===== src/design/ddc_regs.svh =====
`ifndef DDC_REGS_SVH
`define DDC_REGS_SVH

// ----------------------------------------------------------------
// frame layout
// ----------------------------------------------------------------
`define DDC_CMD_BITS          6
`define DDC_DATA_BITS         10
// chain output lags the serial input by a whole frame plus this many rising edges,
// then waits half a period for the falling edge
`define DDC_CHAIN_EXTRA_BITS  1

// ----------------------------------------------------------------
// command codes
// ----------------------------------------------------------------
`define DDC_CMD_NOP           6'h00
`define DDC_CMD_LOAD_BOTH     6'h01
`define DDC_CMD_LOAD_A        6'h02
`define DDC_CMD_LOAD_B        6'h03
`define DDC_CMD_INPUT_BOTH    6'h04
`define DDC_CMD_INPUT_A       6'h05
`define DDC_CMD_INPUT_B       6'h06
`define DDC_CMD_UPDATE_BOTH   6'h07
`define DDC_CMD_UPDATE_A      6'h09
`define DDC_CMD_UPDATE_B      6'h0a
`define DDC_CMD_REF_INTERNAL  6'h0b
`define DDC_CMD_REF_EXTERNAL  6'h0c
`define DDC_CMD_SHDN_BOTH     6'h0d
`define DDC_CMD_SHDN_A        6'h0e
`define DDC_CMD_SHDN_B        6'h0f
`define DDC_CMD_PWRUP_BOTH    6'h2d
`define DDC_CMD_PWRUP_A       6'h2e
`define DDC_CMD_PWRUP_B       6'h2f
// range commands: upper three bits select the channel, low three the range
`define DDC_CMD_RANGE_A_HI    3'h2
`define DDC_CMD_RANGE_B_HI    3'h6
`define DDC_RANGE_LAST        3'h5

// ----------------------------------------------------------------
// reset values
// ----------------------------------------------------------------
`define DDC_RST_CODE          10'h000
`define DDC_RST_REF_INTERNAL  1'b0
`define DDC_RST_SHDN          1'b0

`endif


===== src/design/ddc_pkg.sv =====
package ddc_pkg;

    // full-scale range, encoded as the low three command bits
    typedef enum logic [2:0] {
        DDC_RANGE_1_2,
        DDC_RANGE_1P5_3,
        DDC_RANGE_2P5_5,
        DDC_RANGE_4P5_9,
        DDC_RANGE_8_16,
        DDC_RANGE_15_30
    } ddc_range_type;

    typedef enum logic [0:0] {
        DDC_RX_IDLE,
        DDC_RX_SHIFT
    } ddc_rx_state_type;

endpackage : ddc_pkg


===== src/design/ddc_top.sv =====
`timescale 1ns/1ps
`include "ddc_regs.svh"


module ddc_top
    import ddc_pkg::*;
#(
    parameter int CMD_BITS  = `DDC_CMD_BITS,
    parameter int DATA_BITS = `DDC_DATA_BITS
) (
    // clock and reset
    input  wire logic                 i_core_clk,
    input  wire logic                 i_rst,
    // serial link
    input  wire logic                 i_sclk,
    input  wire logic                 i_cs_n,
    input  wire logic                 i_din,
    output logic                      o_dout,
    output logic                      o_dout_oe_n,
    // control
    input  wire logic                 i_apply_hold,
    input  wire logic                 i_overrun_clr,
    // status
    output logic                      o_frame_ready,
    output logic                      o_overrun,
    // channel state
    output logic [DATA_BITS-1:0]      o_channel_a_input,
    output logic [DATA_BITS-1:0]      o_channel_b_input,
    output logic [DATA_BITS-1:0]      o_channel_a_code,
    output logic [DATA_BITS-1:0]      o_channel_b_code,
    output ddc_pkg::ddc_range_type    o_channel_a_range,
    output ddc_pkg::ddc_range_type    o_channel_b_range,
    output logic                      o_channel_a_shdn,
    output logic                      o_channel_b_shdn,
    output logic                      o_ref_internal
);

    localparam int FRAME_BITS = CMD_BITS + DATA_BITS;
    localparam int CHAIN_BITS = FRAME_BITS + `DDC_CHAIN_EXTRA_BITS;
    localparam int CNT_W      = $clog2(FRAME_BITS + 1);

    // ----------------------------------------------------------------
    // parameter checks
    // ----------------------------------------------------------------
    generate
        if (CMD_BITS != `DDC_CMD_BITS || DATA_BITS < 1) begin : g_bad
            $error("ddc_top needs 6 command bits and at least one code bit");
        end
    endgenerate

    // ----------------------------------------------------------------
    // pin synchronisers
    // ----------------------------------------------------------------
    logic [2:0] pin_meta_r;
    logic [2:0] pin_sync_r;
    logic       sclk_prev_r;
    logic       cs_n_prev_r;
    logic       sclk_s;
    logic       cs_n_s;
    logic       din_s;
    logic       sclk_rise;
    logic       sclk_fall;
    logic       cs_rise;

    always_ff @(posedge i_core_clk or posedge i_rst) begin
        if (i_rst) begin
            // sclk idles low: a high reset value would fake a fall after reset
            pin_meta_r <= 3'h4;
            pin_sync_r <= 3'h4;
        end else begin
            pin_meta_r <= {i_cs_n, i_sclk, i_din};
            pin_sync_r <= pin_meta_r;
        end
    end

    assign cs_n_s = pin_sync_r[2];
    assign sclk_s = pin_sync_r[1];
    assign din_s  = pin_sync_r[0];

    always_ff @(posedge i_core_clk or posedge i_rst) begin
        if (i_rst) begin
            sclk_prev_r <= 1'b0;
            cs_n_prev_r <= 1'b1;
        end else begin
            sclk_prev_r <= sclk_s;
            cs_n_prev_r <= cs_n_s;
        end
    end

    assign sclk_rise = sclk_s && !sclk_prev_r;
    assign sclk_fall = !sclk_s && sclk_prev_r;
    assign cs_rise   = cs_n_s && !cs_n_prev_r;

    // ----------------------------------------------------------------
    // receive state
    // ----------------------------------------------------------------
    ddc_rx_state_type     rx_state_r;
    logic [CNT_W-1:0]     bit_cnt_r;
    logic [CHAIN_BITS-1:0] chain_r;
    logic                 shift_en;

    // edges while select is high never reach the shifter
    assign shift_en = (rx_state_r == DDC_RX_SHIFT) && !cs_n_s && sclk_rise;

    always_ff @(posedge i_core_clk or posedge i_rst) begin
        if (i_rst) begin
            rx_state_r <= DDC_RX_IDLE;
        end else begin
            case (rx_state_r)
                DDC_RX_IDLE: begin
                    if (!cs_n_s) begin
                        rx_state_r <= DDC_RX_SHIFT;
                    end
                end
                DDC_RX_SHIFT: begin
                    if (cs_n_s) begin
                        rx_state_r <= DDC_RX_IDLE;
                    end
                end
                default: begin
                    rx_state_r <= DDC_RX_IDLE;
                end
            endcase
        end
    end

    // counter saturates so a long chained stream still leaves the last frame
    always_ff @(posedge i_core_clk or posedge i_rst) begin
        if (i_rst) begin
            bit_cnt_r <= '0;
        end else if (rx_state_r == DDC_RX_IDLE) begin
            bit_cnt_r <= '0;
        end else if (shift_en && bit_cnt_r != CNT_W'(FRAME_BITS)) begin
            bit_cnt_r <= bit_cnt_r + CNT_W'(1);
        end
    end

    // one stage longer than a frame so the chain lag is a whole frame plus one
    always_ff @(posedge i_core_clk or posedge i_rst) begin
        if (i_rst) begin
            chain_r <= '0;
        end else if (shift_en) begin
            chain_r <= {chain_r[CHAIN_BITS-2:0], din_s};
        end
    end

    // ----------------------------------------------------------------
    // chain output
    // ----------------------------------------------------------------
    logic dout_r;
    logic dout_oe_n_r;

    always_ff @(posedge i_core_clk or posedge i_rst) begin
        if (i_rst) begin
            dout_r <= 1'b0;
        end else if (!cs_n_s && sclk_fall) begin
            dout_r <= chain_r[CHAIN_BITS-1];
        end
    end

    always_ff @(posedge i_core_clk or posedge i_rst) begin
        if (i_rst) begin
            dout_oe_n_r <= 1'b1;
        end else begin
            dout_oe_n_r <= cs_n_s;
        end
    end

    // ----------------------------------------------------------------
    // frame capture into the buffer
    // ----------------------------------------------------------------
    logic                  push_valid_r;
    logic [FRAME_BITS-1:0] push_data_r;
    logic                  buf_in_ready;
    logic                  buf_out_valid;
    logic [FRAME_BITS-1:0] buf_out_data;
    logic                  buf_out_ready;
    logic                  frame_ready_r;
    logic                  overrun_r;

    // short frames are dropped: the command acts only on select rise
    always_ff @(posedge i_core_clk or posedge i_rst) begin
        if (i_rst) begin
            push_valid_r <= 1'b0;
            push_data_r  <= '0;
        end else begin
            push_valid_r <= cs_rise && (bit_cnt_r == CNT_W'(FRAME_BITS));
            if (cs_rise) begin
                push_data_r <= chain_r[FRAME_BITS-1:0];
            end
        end
    end

    // set wins over a clear in the same cycle
    always_ff @(posedge i_core_clk or posedge i_rst) begin
        if (i_rst) begin
            overrun_r <= 1'b0;
        end else if (push_valid_r && !buf_in_ready) begin
            overrun_r <= 1'b1;
        end else if (i_overrun_clr) begin
            overrun_r <= 1'b0;
        end
    end

    always_ff @(posedge i_core_clk or posedge i_rst) begin
        if (i_rst) begin
            frame_ready_r <= 1'b0;
        end else begin
            frame_ready_r <= buf_in_ready;
        end
    end

    assign buf_out_ready = !i_apply_hold;

    ddc_buf2 #(
        .WIDTH (FRAME_BITS),
        .DEPTH (2)
    ) u_buf (
        .i_core_clk  (i_core_clk),
        .i_rst       (i_rst),
        .i_in_valid  (push_valid_r),
        .i_in_data   (push_data_r),
        .o_in_ready  (buf_in_ready),
        .o_out_valid (buf_out_valid),
        .o_out_data  (buf_out_data),
        .i_out_ready (buf_out_ready)
    );

    // ----------------------------------------------------------------
    // command execution
    // ----------------------------------------------------------------
    logic [CMD_BITS-1:0]  cmd;
    logic [DATA_BITS-1:0] code;
    logic                 exec;
    logic [DATA_BITS-1:0] input_a_r;
    logic [DATA_BITS-1:0] input_b_r;
    logic [DATA_BITS-1:0] code_a_r;
    logic [DATA_BITS-1:0] code_b_r;
    ddc_range_type        range_a_r;
    ddc_range_type        range_b_r;
    logic                 shdn_a_r;
    logic                 shdn_b_r;
    logic                 ref_int_r;

    assign cmd  = buf_out_data[FRAME_BITS-1:DATA_BITS];
    assign code = buf_out_data[DATA_BITS-1:0];
    assign exec = buf_out_valid && buf_out_ready;

    // shutdown flags never gate these updates
    always_ff @(posedge i_core_clk or posedge i_rst) begin
        if (i_rst) begin
            input_a_r <= `DDC_RST_CODE;
            input_b_r <= `DDC_RST_CODE;
            code_a_r  <= `DDC_RST_CODE;
            code_b_r  <= `DDC_RST_CODE;
        end else if (exec) begin
            case (cmd)
                `DDC_CMD_LOAD_BOTH: begin
                    input_a_r <= code;
                    input_b_r <= code;
                    code_a_r  <= code;
                    code_b_r  <= code;
                end
                `DDC_CMD_LOAD_A: begin
                    input_a_r <= code;
                    code_a_r  <= code;
                end
                `DDC_CMD_LOAD_B: begin
                    input_b_r <= code;
                    code_b_r  <= code;
                end
                `DDC_CMD_INPUT_BOTH: begin
                    input_a_r <= code;
                    input_b_r <= code;
                end
                `DDC_CMD_INPUT_A: begin
                    input_a_r <= code;
                end
                `DDC_CMD_INPUT_B: begin
                    input_b_r <= code;
                end
                `DDC_CMD_UPDATE_BOTH: begin
                    code_a_r <= input_a_r;
                    code_b_r <= input_b_r;
                end
                `DDC_CMD_UPDATE_A: begin
                    code_a_r <= input_a_r;
                end
                `DDC_CMD_UPDATE_B: begin
                    code_b_r <= input_b_r;
                end
                default: begin
                end
            endcase
        end
    end

    always_ff @(posedge i_core_clk or posedge i_rst) begin
        if (i_rst) begin
            ref_int_r <= `DDC_RST_REF_INTERNAL;
            shdn_a_r  <= `DDC_RST_SHDN;
            shdn_b_r  <= `DDC_RST_SHDN;
        end else if (exec) begin
            case (cmd)
                `DDC_CMD_REF_INTERNAL: ref_int_r <= 1'b1;
                `DDC_CMD_REF_EXTERNAL: ref_int_r <= 1'b0;
                `DDC_CMD_SHDN_BOTH: begin
                    shdn_a_r <= 1'b1;
                    shdn_b_r <= 1'b1;
                end
                `DDC_CMD_SHDN_A:  shdn_a_r <= 1'b1;
                `DDC_CMD_SHDN_B:  shdn_b_r <= 1'b1;
                `DDC_CMD_PWRUP_BOTH: begin
                    shdn_a_r <= 1'b0;
                    shdn_b_r <= 1'b0;
                end
                `DDC_CMD_PWRUP_A: shdn_a_r <= 1'b0;
                `DDC_CMD_PWRUP_B: shdn_b_r <= 1'b0;
                default: begin
                end
            endcase
        end
    end

    // codes above the last range fall through untouched
    always_ff @(posedge i_core_clk or posedge i_rst) begin
        if (i_rst) begin
            range_a_r <= DDC_RANGE_1_2;
            range_b_r <= DDC_RANGE_1_2;
        end else if (exec && cmd[2:0] <= `DDC_RANGE_LAST) begin
            if (cmd[5:3] == `DDC_CMD_RANGE_A_HI) begin
                range_a_r <= ddc_range_type'(cmd[2:0]);
            end else if (cmd[5:3] == `DDC_CMD_RANGE_B_HI) begin
                range_b_r <= ddc_range_type'(cmd[2:0]);
            end
        end
    end

    // ----------------------------------------------------------------
    // outputs
    // ----------------------------------------------------------------
    assign o_dout            = dout_r;
    assign o_dout_oe_n       = dout_oe_n_r;
    assign o_frame_ready     = frame_ready_r;
    assign o_overrun         = overrun_r;
    assign o_channel_a_input = input_a_r;
    assign o_channel_b_input = input_b_r;
    assign o_channel_a_code  = code_a_r;
    assign o_channel_b_code  = code_b_r;
    assign o_channel_a_range = range_a_r;
    assign o_channel_b_range = range_b_r;
    assign o_channel_a_shdn  = shdn_a_r;
    assign o_channel_b_shdn  = shdn_b_r;
    assign o_ref_internal    = ref_int_r;

endmodule : ddc_top


===== src/design/ddc_buf2.sv =====
`timescale 1ns/1ps

module ddc_buf2 #(
    parameter int WIDTH = 16,
    parameter int DEPTH = 2
) (
    // clock and reset
    input  wire logic             i_core_clk,
    input  wire logic             i_rst,
    // fill side
    input  wire logic             i_in_valid,
    input  wire logic [WIDTH-1:0] i_in_data,
    output logic                  o_in_ready,
    // drain side
    output logic                  o_out_valid,
    output logic [WIDTH-1:0]      o_out_data,
    input  wire logic             i_out_ready
);

    localparam int PW = (DEPTH > 1) ? $clog2(DEPTH) : 1;
    localparam int CW = $clog2(DEPTH + 1);

    generate
        if (DEPTH < 2 || WIDTH < 1) begin : g_bad
            $error("ddc_buf2 needs DEPTH of at least 2 and WIDTH of at least 1");
        end
    endgenerate

    logic [WIDTH-1:0] mem_r [DEPTH];
    logic [PW-1:0]    wr_ptr_r;
    logic [PW-1:0]    rd_ptr_r;
    logic [CW-1:0]    count_r;
    logic             push;
    logic             pop;

    assign o_in_ready  = (count_r != CW'(DEPTH));
    assign o_out_valid = (count_r != '0);
    assign o_out_data  = mem_r[rd_ptr_r];
    assign push        = i_in_valid && o_in_ready;
    assign pop         = o_out_valid && i_out_ready;

    function automatic logic [PW-1:0] ddc_wrap(input logic [PW-1:0] p);
        ddc_wrap = (p == PW'(DEPTH - 1)) ? '0 : p + PW'(1);
    endfunction : ddc_wrap

    // ----------------------------------------------------------------
    // storage
    // ----------------------------------------------------------------
    always_ff @(posedge i_core_clk) begin
        if (push) begin
            mem_r[wr_ptr_r] <= i_in_data;
        end
    end

    // ----------------------------------------------------------------
    // pointers and fill level
    // ----------------------------------------------------------------
    always_ff @(posedge i_core_clk or posedge i_rst) begin
        if (i_rst) begin
            wr_ptr_r <= '0;
            rd_ptr_r <= '0;
            count_r  <= '0;
        end else begin
            if (push) begin
                wr_ptr_r <= ddc_wrap(wr_ptr_r);
            end
            if (pop) begin
                rd_ptr_r <= ddc_wrap(rd_ptr_r);
            end
            if (push && !pop) begin
                count_r <= count_r + CW'(1);
            end else if (pop && !push) begin
                count_r <= count_r - CW'(1);
            end
        end
    end

endmodule : ddc_buf2


===== config.mk =====
export PLATFORM = sky130hd
export DESIGN_NAME = ddc_top
export DESIGN_NICKNAME = d
export VERILOG_FILES = /design/src/design/ddc_pkg.sv /design/src/design/ddc_top.sv /design/src/design/ddc_buf2.sv
export VERILOG_INCLUDE_DIRS = /design/src /design/src/design
export SDC_FILE = /design/constraint.sdc
export NUM_CORES = 1
export LEC_CHECK = 0
export ABC_AREA = 1
export BUFFER_PORTS_ARGS = -buffer_cell sky130_fd_sc_hd__buf_4
export CAP_MARGIN = 40
export CORE_UTILIZATION = 53
export DETAILED_ROUTE_END_ITERATION = 10
export PLACE_DENSITY = 0.76
export SYNTH_ARGS = -nofsm -noshare
export SYNTH_HDL_FRONTEND = slang
export SYNTH_SLANG_ARGS = --single-unit

===== constraint.sdc =====
create_clock -name i_core_clk -period 3.6 [get_ports i_core_clk]
set_input_delay 0.72 -clock i_core_clk [delete_from_list [all_inputs] [get_ports i_core_clk]]
set_output_delay 0.72 -clock i_core_clk [all_outputs]
set_load 0.05 [all_outputs]

==> run summary, run 1 <==
## Outcome
• **status** complete, no violations

## Clocking
• **H-tree levels** 4
• **sinks on the clock net** 136
• **quantity of gates resized following cts** 0
• **count of hold-fix buffers inserted at cts** 0
• **clock tree from TritonCTS** done
• **Clock Root Buffer** clkbuf_8
• **source-to-sink clock delay at the later pin of the worst-skew pair** 0.54 ns
• **Post-CTS Repair Setup Buffers** 0
• **total CTS buffers** 17
• **largest buffer count on any clock path** 2
• **clk slew on worst S/H paths** 0.07 ns

## Global route
• **overflow left after global routing** 0
• **maximum number of pins on one net before global-route repair** 60
• **met3 demand-to-capacity share in global routing** 6.865%
• **met2 demand-to-capacity share in global routing** 34.26%
• **wire length of the first global-routing pass** 18740 um
• **antenna violations before repair** 0
• **number of global-route vias before repair** 4080
• **gr usage total** 21.64%
• **peak-usage layer in the global routing report** met2
• **met1 Resource Use GR** 27.56%

## Power and ir drop
• **combinational fraction of design power** 35.4%
• **net switching fraction of the power** 42.01%
• **leakage component of the power** 3.355 nW
• **share of power burned in the clock network** 28.7%
• **reported net switching power** 2.451 mW
• **IR Drop Worst-Case VDD** 0.5207 mV
• **internal power of the cells** 3.383 mW
• **register share of total power** 35.8%
• **power density over the cells** 859.6 mW/mm2
• **total design power** 5.834 mW

## STA
• **Slew Limit Headroom** 52.04%
• **max-slew violation count** 0
• **Hold Fails Final Rpt** 0
• **unrepaired setup endpoints after global routing** false
• **final worst clock skew** 0.01070 ns
• **maximum clock rate** 359.1 MHz
• **Final min period** 2.785 ns
• **smallest hold slack** 0.2831 ns
• **setup violators final** 0
• **pin slew with the least headroom to its limit** 0.7195 ns
• **sum of negative setup slack** 0 ns
• **crit share post-route** 77.35%

## Flow run
• **Maximum Capacitance Violations** 0

## Floorplanning
• **boundary pin count** 60
• **die area** 0.01112 mm2
• **Starting Density** 54.68%
• **height of the die** 105.4 um
• **Floorplan Core Area** 0.01037 mm2
• **die width** 105.4 um
• **row cnt** 37

## Worst setup path
• **Critical Path Slowest Stage Cell** dfrtp_1
• **crit end category** flip-flop
• **Cell Chain, Critical Path** inv_2, nand2_1, nand2_1, nor2_4, nand3_2, nand3_1, nand2_1, inv_2, nand2_1, nand2_1
• **worst-path maximum fanout** 24
• **worst setup path class** flip-flop to flip-flop
• **Crit path top cell by count** nand2_1
• **CP max stage delay** 0.80 ns
• **crit path launch type** flip-flop
• **Critical Path RT** 4.07 ns
• **data arrival at the endpoint of the critical path** 3.26 ns

## Layout
• **most common cell after layout, fill and taps aside** nand2_1
• **Synth-to-Final Area Change** 19.68%
• **post-route design area** 0.006787 mm2
• **count of placed standard cells in the final layout, fillers left out** 818
• **fraction of final layout cells with drive strength greater than 1** 17.74%
• **commonest cells after routing, fill and taps aside** nand2_1, dfrtp_1, buf_4
• **nets@finish** 679
• **final antenna diode count** 0

## Logic synthesis
• **Avg Inst Size Synth** 9.342 um2
• **number of warning messages in the yosys log** 0
• **sequential cell area fraction in the yosys report** 62.91%
• **net count after synthesis** 617
• **most area-consuming cells after synthesis** dfrtp_1, edfxtp_1, nand2_1
• **proportion of netlist area held by the largest area contributor** 44.57%
• **netlist area before placement** 0.005670 mm2
• **number of distinct library cell variants in the gate-level netlist after synthesis** 32
• **area leader, netlist** dfrtp_1
• **post-synthesis sequential element count** 136
• **number of cells produced by synthesis** 607

## Detailed routing
• **number of detailed-route iterations in the first pass** 5
• **post-detailed-routing wire length** 11010 um
• **post-detailed-route via-to-cell ratio** 5.126
• **iteration-0 DRC count of the detailed router** 221
• **number of nets with antenna violations after routing** 0
• **Routed wire per std cell** 13.46 um
• **routed via count** 4193
• **post-route DRC violation count** 0

## Place
• **detailed placement HPWL** 7342 um
• **cell area after placement** 0.006212 mm2
• **RePlAce Congestion** 0.8414
• **# port buffers** 59
• **cell total after placement** 786

## Min path
• **worst min-delay path class** input pin to flip-flop

-- path summary, 6_finish.rpt --
| check | to | slack, ns | cells past startpoint | from |
|---|---|---|---|---|
| max | o_channel_b_code[6] | 0.82 | 10 | u_buf.rd_ptr_r |
| min | pin_meta_r[0] | 0.28 | 1 | i_din |
| max reg2reg | o_channel_b_code[6] | 0.82 | 10 | u_buf.rd_ptr_r |
| min reg2reg | pin_sync_r[0] | 0.35 | 0 | pin_meta_r[0] |
| max in group asynchronous | o_channel_b_code[1] | 2.45 | 3 | i_rst |
| min in group asynchronous | chain_r[6] | 0.32 | 2 | i_rst |
-- sequential cells by signal, indices dropped and copies added, names as in the netlist, 3 cells and up --
register / cells
o_channel_a_code: 10
chain_r: 17
pin_sync_r: 3
pin_meta_r: 3
o_channel_a_input: 10
bit_cnt_r: 5
u_buf.mem_r: 32
push_data_r: 16
o_channel_a_range: 3
o_channel_b_range: 3
o_channel_b_input: 10
o_channel_b_code: 10
-- Yosys cell counts --
master,count
nor2_2,1
nand2_1,240
inv_1,53
a21oi_1,6
dfrtp_1,101
clkbuf_1,9
ha_1,3
buf_4,2
nand3_4,1
o21a_1,1
nor2_4,3
xnor2_1,1
nor3_1,1
nor3_2,1
xor2_1,3
dfstp_2,3
buf_2,8
nand3b_1,1
nand2_2,7
inv_2,3
nand4_1,6
buf_6,2
or2_2,1
a21oi_4,1
edfxtp_1,32
o21ai_0,41
nor2_1,15
nand3_2,3
o21ai_1,24
nor3b_1,1
nand3_1,32
o31ai_1,1
-- metal layers --
layer  share of wire, %  vias to the layer above  routed length [um]
met4                1.8                        0                 197
met5                  0                        -                   0
met1                 46                     1977                5052
met2                 47                      121                5217
met3                4.9                       22                 545
li1                   -                     2073                   -
-- critical path: cells and delay by family (launching register included) --
kind | cells | cell delay (ns)
flip-flops | 1 | 0.80
buffers and inverters | 2 | 0.56
AND/OR/NAND/NOR | 8 | 1.34
-- metrics by stage --
step / worst slack (ns) / utilization (%)
after floorplan: 0.1528 / -
after global placement: 1.070 / 59.91
after detailed placement: 0.8752 / 59.91
after CTS: 0.8609 / 65.44
after global routing: 0.5258 / 65.44
final: 0.8155 / 65.44
-- power groups by stage --
stage | registers (mW) | clock network (mW) | logic [mW]
finish | 2.09 | 1.68 | 2.07
floorplan | 2.80 | 0 | 0.789
global route | 2.12 | 1.76 | 2.23
global placement | 2.11 | 0 | 2.02
CTS | 2.09 | 1.70 | 2.07
detailed placement | 2.11 | 0 | 2.06
-- area by class of cell --
| type | count | area, um2 |
|---|---|---|
| multi-input cells | 394 | 1782 |
| flip-flops and latches | 136 | 3567 |
| repair buffers | 64 | 480.5 |
| fillers | 817 | 3583 |
| clock inverters | 15 | 160.2 |
| well taps | 136 | 170.2 |
| inverters | 56 | 212.7 |
| clock buffers | 17 | 414.1 |
-- logic make-up (layout without fill, tap and decap cells) --
logic type | Yosys count | count (layout) | synth area share, %
XOR/XNOR | 4 | 4 | 0.6179
AO/OA/AOI/OAI | 74 | 74 | 6.819
flip-flops | 136 | 136 | 62.91
AND/OR/NAND/NOR | 313 | 313 | 23.32
buffers and inverters | 77 | 152 | 5.671
adder cells (fa/ha/maj) | 3 | 3 | 0.6620
No activity file was read; power rests on OpenSTA's default activity.
==> run 2: changes to the inputs <==
- CORE_UTILIZATION: 53 -> 58
- PLACE_DENSITY: 0.76 -> 0.79
- clock period: 3.6 -> 2.6 ns (I/O delays scaled with it)
==> run 2 against run 1 <==
Non-clock buffer count grew 2. Routed wire length increased by 2.1%. Largest power group is now combinational cells. Critical path depth is 1 higher. Clock skew decreased by 0.0015 ns. Sequential power is 36% higher. Fmax grew 22%. Clock-buffer cell count is 3 higher. Total power grew 36%. Register-to-register slack lost 0.50 ns. Core utilization increased by 6.9 points. Global-route usage increased by 2.7 points. Clock power grew 28%.
==> run summary, run 2 (same netlist as run 1, synthesis figures left out) <==
## Clocking
• **quantity of gates resized following cts** 0
• **largest buffer count on any clock path** 2
• **H-tree levels** 4
• **count of hold-fix buffers inserted at cts** 0
• **Post-CTS Repair Setup Buffers** 0
• **source-to-sink clock delay at the later pin of the worst-skew pair** 0.51 ns
• **sinks on the clock net** 136
• **total CTS buffers** 17
• **clock tree from TritonCTS** done
• **clk slew on worst S/H paths** 0.06 ns
• **Clock Root Buffer** clkbuf_8

## STA
• **max-slew violation count** 0
• **final worst clock skew** 0.009211 ns
• **Slew Limit Headroom** 56.50%
• **crit share post-route** 87.90%
• **maximum clock rate** 437.6 MHz
• **unrepaired setup endpoints after global routing** false
• **pin slew with the least headroom to its limit** 0.6509 ns
• **Final min period** 2.285 ns
• **setup violators final** 0
• **Hold Fails Final Rpt** 0
• **sum of negative setup slack** 0 ns

## Layout
• **commonest cells after routing, fill and taps aside** nand2_1, dfrtp_1, buf_4
• **fraction of final layout cells with drive strength greater than 1** 17.69%
• **Synth-to-Final Area Change** 19.62%
• **most common cell after layout, fill and taps aside** nand2_1
• **final antenna diode count** 0
• **register containing the most flip-flops in the final layout** u_buf.mem_r
• **count of placed standard cells in the final layout, fillers left out** 813
• **count of fill cells added during filler insertion** 647
• **top flop regs** u_buf.mem_r: 32 flops, chain_r: 17 flops, push_data_r: 16 flops
• **nets@finish** 681
• **number of flip-flops in the largest register** 32

## Worst setup path
• **worst setup path class** flip-flop to flip-flop
• **WP buf/inv** 3
• **Crit path top cell by count** nand2_1
• **worst-path maximum fanout** 24
• **crit path launch type** flip-flop
• **CP max stage delay** 0.35 ns
• **Critical Path Slowest Stage Cell** dfrtp_1
• **Critical Path RT** 3.04 ns
• **crit end category** flip-flop
• **Cell Chain, Critical Path** buf_4, inv_2, nand2_1, nand2_1, nor2_4, nand3_4, nand3_1, nand2_1, inv_2, nand2_1, nand2_1
• **data arrival at the endpoint of the critical path** 2.73 ns
• **gate family responsible for the most delay along the worst path** simple AND/OR/NAND/NOR gates

## Detailed routing
• **highest layer used for signal routing** met4
• **Routed wire per std cell** 13.82 um
• **post-route DRC violation count** 0
• **number of nets with antenna violations after routing** 0
• **iteration-0 DRC count of the detailed router** 166
• **wire length on met1** 5068 um
• **number of detailed-route iterations in the first pass** 5
• **post-detailed-route via-to-cell ratio** 5.167
• **total met3 wirelength after detailed routing** 450 um
• **routed via count** 4201
• **post-detailed-routing wire length** 11240 um
• **detailed route wirelength on metal2** 5604 um

## Floorplanning
• **die area** 0.01018 mm2
• **boundary pin count** 60
• **die width** 100.9 um
• **height of the die** 100.9 um
• **row cnt** 35
• **Floorplan Core Area** 0.009371 mm2
• **Starting Density** 60.51%

## Global route
• **number of global-route vias before repair** 4185
• **overflow left after global routing** 0
• **maximum number of pins on one net before global-route repair** 65
• **wire length of the first global-routing pass** 18950 um
• **antenna violations before repair** 0
• **gr usage total** 24.32%

## Place
• **detailed placement HPWL** 7623 um
• **RePlAce Congestion** 0.8136
• **cell total after placement** 781
• **# port buffers** 59

## Flow run
• **Maximum Capacitance Violations** 0

## Outcome
• **status** complete, no violations

## Min path
• **worst min-delay path class** input pin to asynchronous set/reset pin

## Power and ir drop
• **IR Drop Worst-Case VDD** 0.6142 mV
• **power density over the cells** 1171 mW/mm2
• **leakage component of the power** 3.354 nW

-- run 2: worst register-to-register path: stages, from the launching register on --
cell and delay, ns:
dfrtp_1 0.35, buf_4 0.17, inv_2 0.15, nand2_1 0.10, nand2_1 0.11, nor2_4 0.26, nand3_4 0.29, nand3_1 0.15
nand2_1 0.24, inv_2 0.24, nand2_1 0.08, nand2_1 0.07
-- run 2: final timing paths --
path	slack [ns]	depth (start not counted)	startpoint	end
max	0.31	11	u_buf.rd_ptr_r	o_channel_b_code[6]
min in group i_core_clk	0.11	1	i_din	pin_meta_r[0]
min	0.08	3	i_rst	u_buf.wr_ptr_r
min reg2reg	0.35	0	pin_meta_r[1]	pin_sync_r[1]
max reg2reg	0.31	11	u_buf.rd_ptr_r	o_channel_b_code[6]
max in group asynchronous	2.14	3	i_rst	pin_meta_r[2]
-- run 2: stage by stage --
| stage | hold slack [ns] | instance area, um2 | total power [mW] | setup WS [ns] | util, % |
|---|---|---|---|---|---|
| final | 0.07602 | 6783 | 7.940 | 0.3147 | 72.38 |
| after global routing | 0.08948 | 6783 | 8.327 | 0.06320 | 72.38 |
| after CTS | 0.08352 | 6783 | 7.966 | 0.3314 | 72.38 |
| after detailed placement | 0.3413 | 6245 | 5.790 | 0.3641 | 66.64 |
| after global placement | 0.3374 | 6245 | 5.726 | 0.4991 | 66.64 |
| after floorplan | 0.3312 | 5674 | 4.976 | 0.8369 | - |
-- run 2: final cells by class --
| class | instances | area (um2) | area share (%) |
|---|---|---|---|
| multi-input cells | 394 | 1782 | 26.27 |
| inverters | 56 | 214.0 | 3.154 |
| clock inverters | 12 | 91.34 | 1.347 |
| clock buffers | 20 | 446.7 | 6.585 |
| well taps | 129 | 161.4 | 2.380 |
| flip-flops and latches | 136 | 3567 | 52.59 |
| repair buffers | 66 | 520.5 | 7.674 |
-- run 2: report_power, final --
group / internal, mW / switching (mW) / total, mW
Clock: 1.24 / 0.913 / 2.15
Sequential: 2.57 / 0.281 / 2.85
Combinational: 0.828 / 2.11 / 2.93
Total: 4.64 / 3.30 / 7.94
-- run 2: metal layers --
layer	vias to the layer above	global-route usage, %
li1	2071	-
met1	2015	30.36
met2	100	42.26
met3	15	5.270
met4	0	8.250
met5	-	0
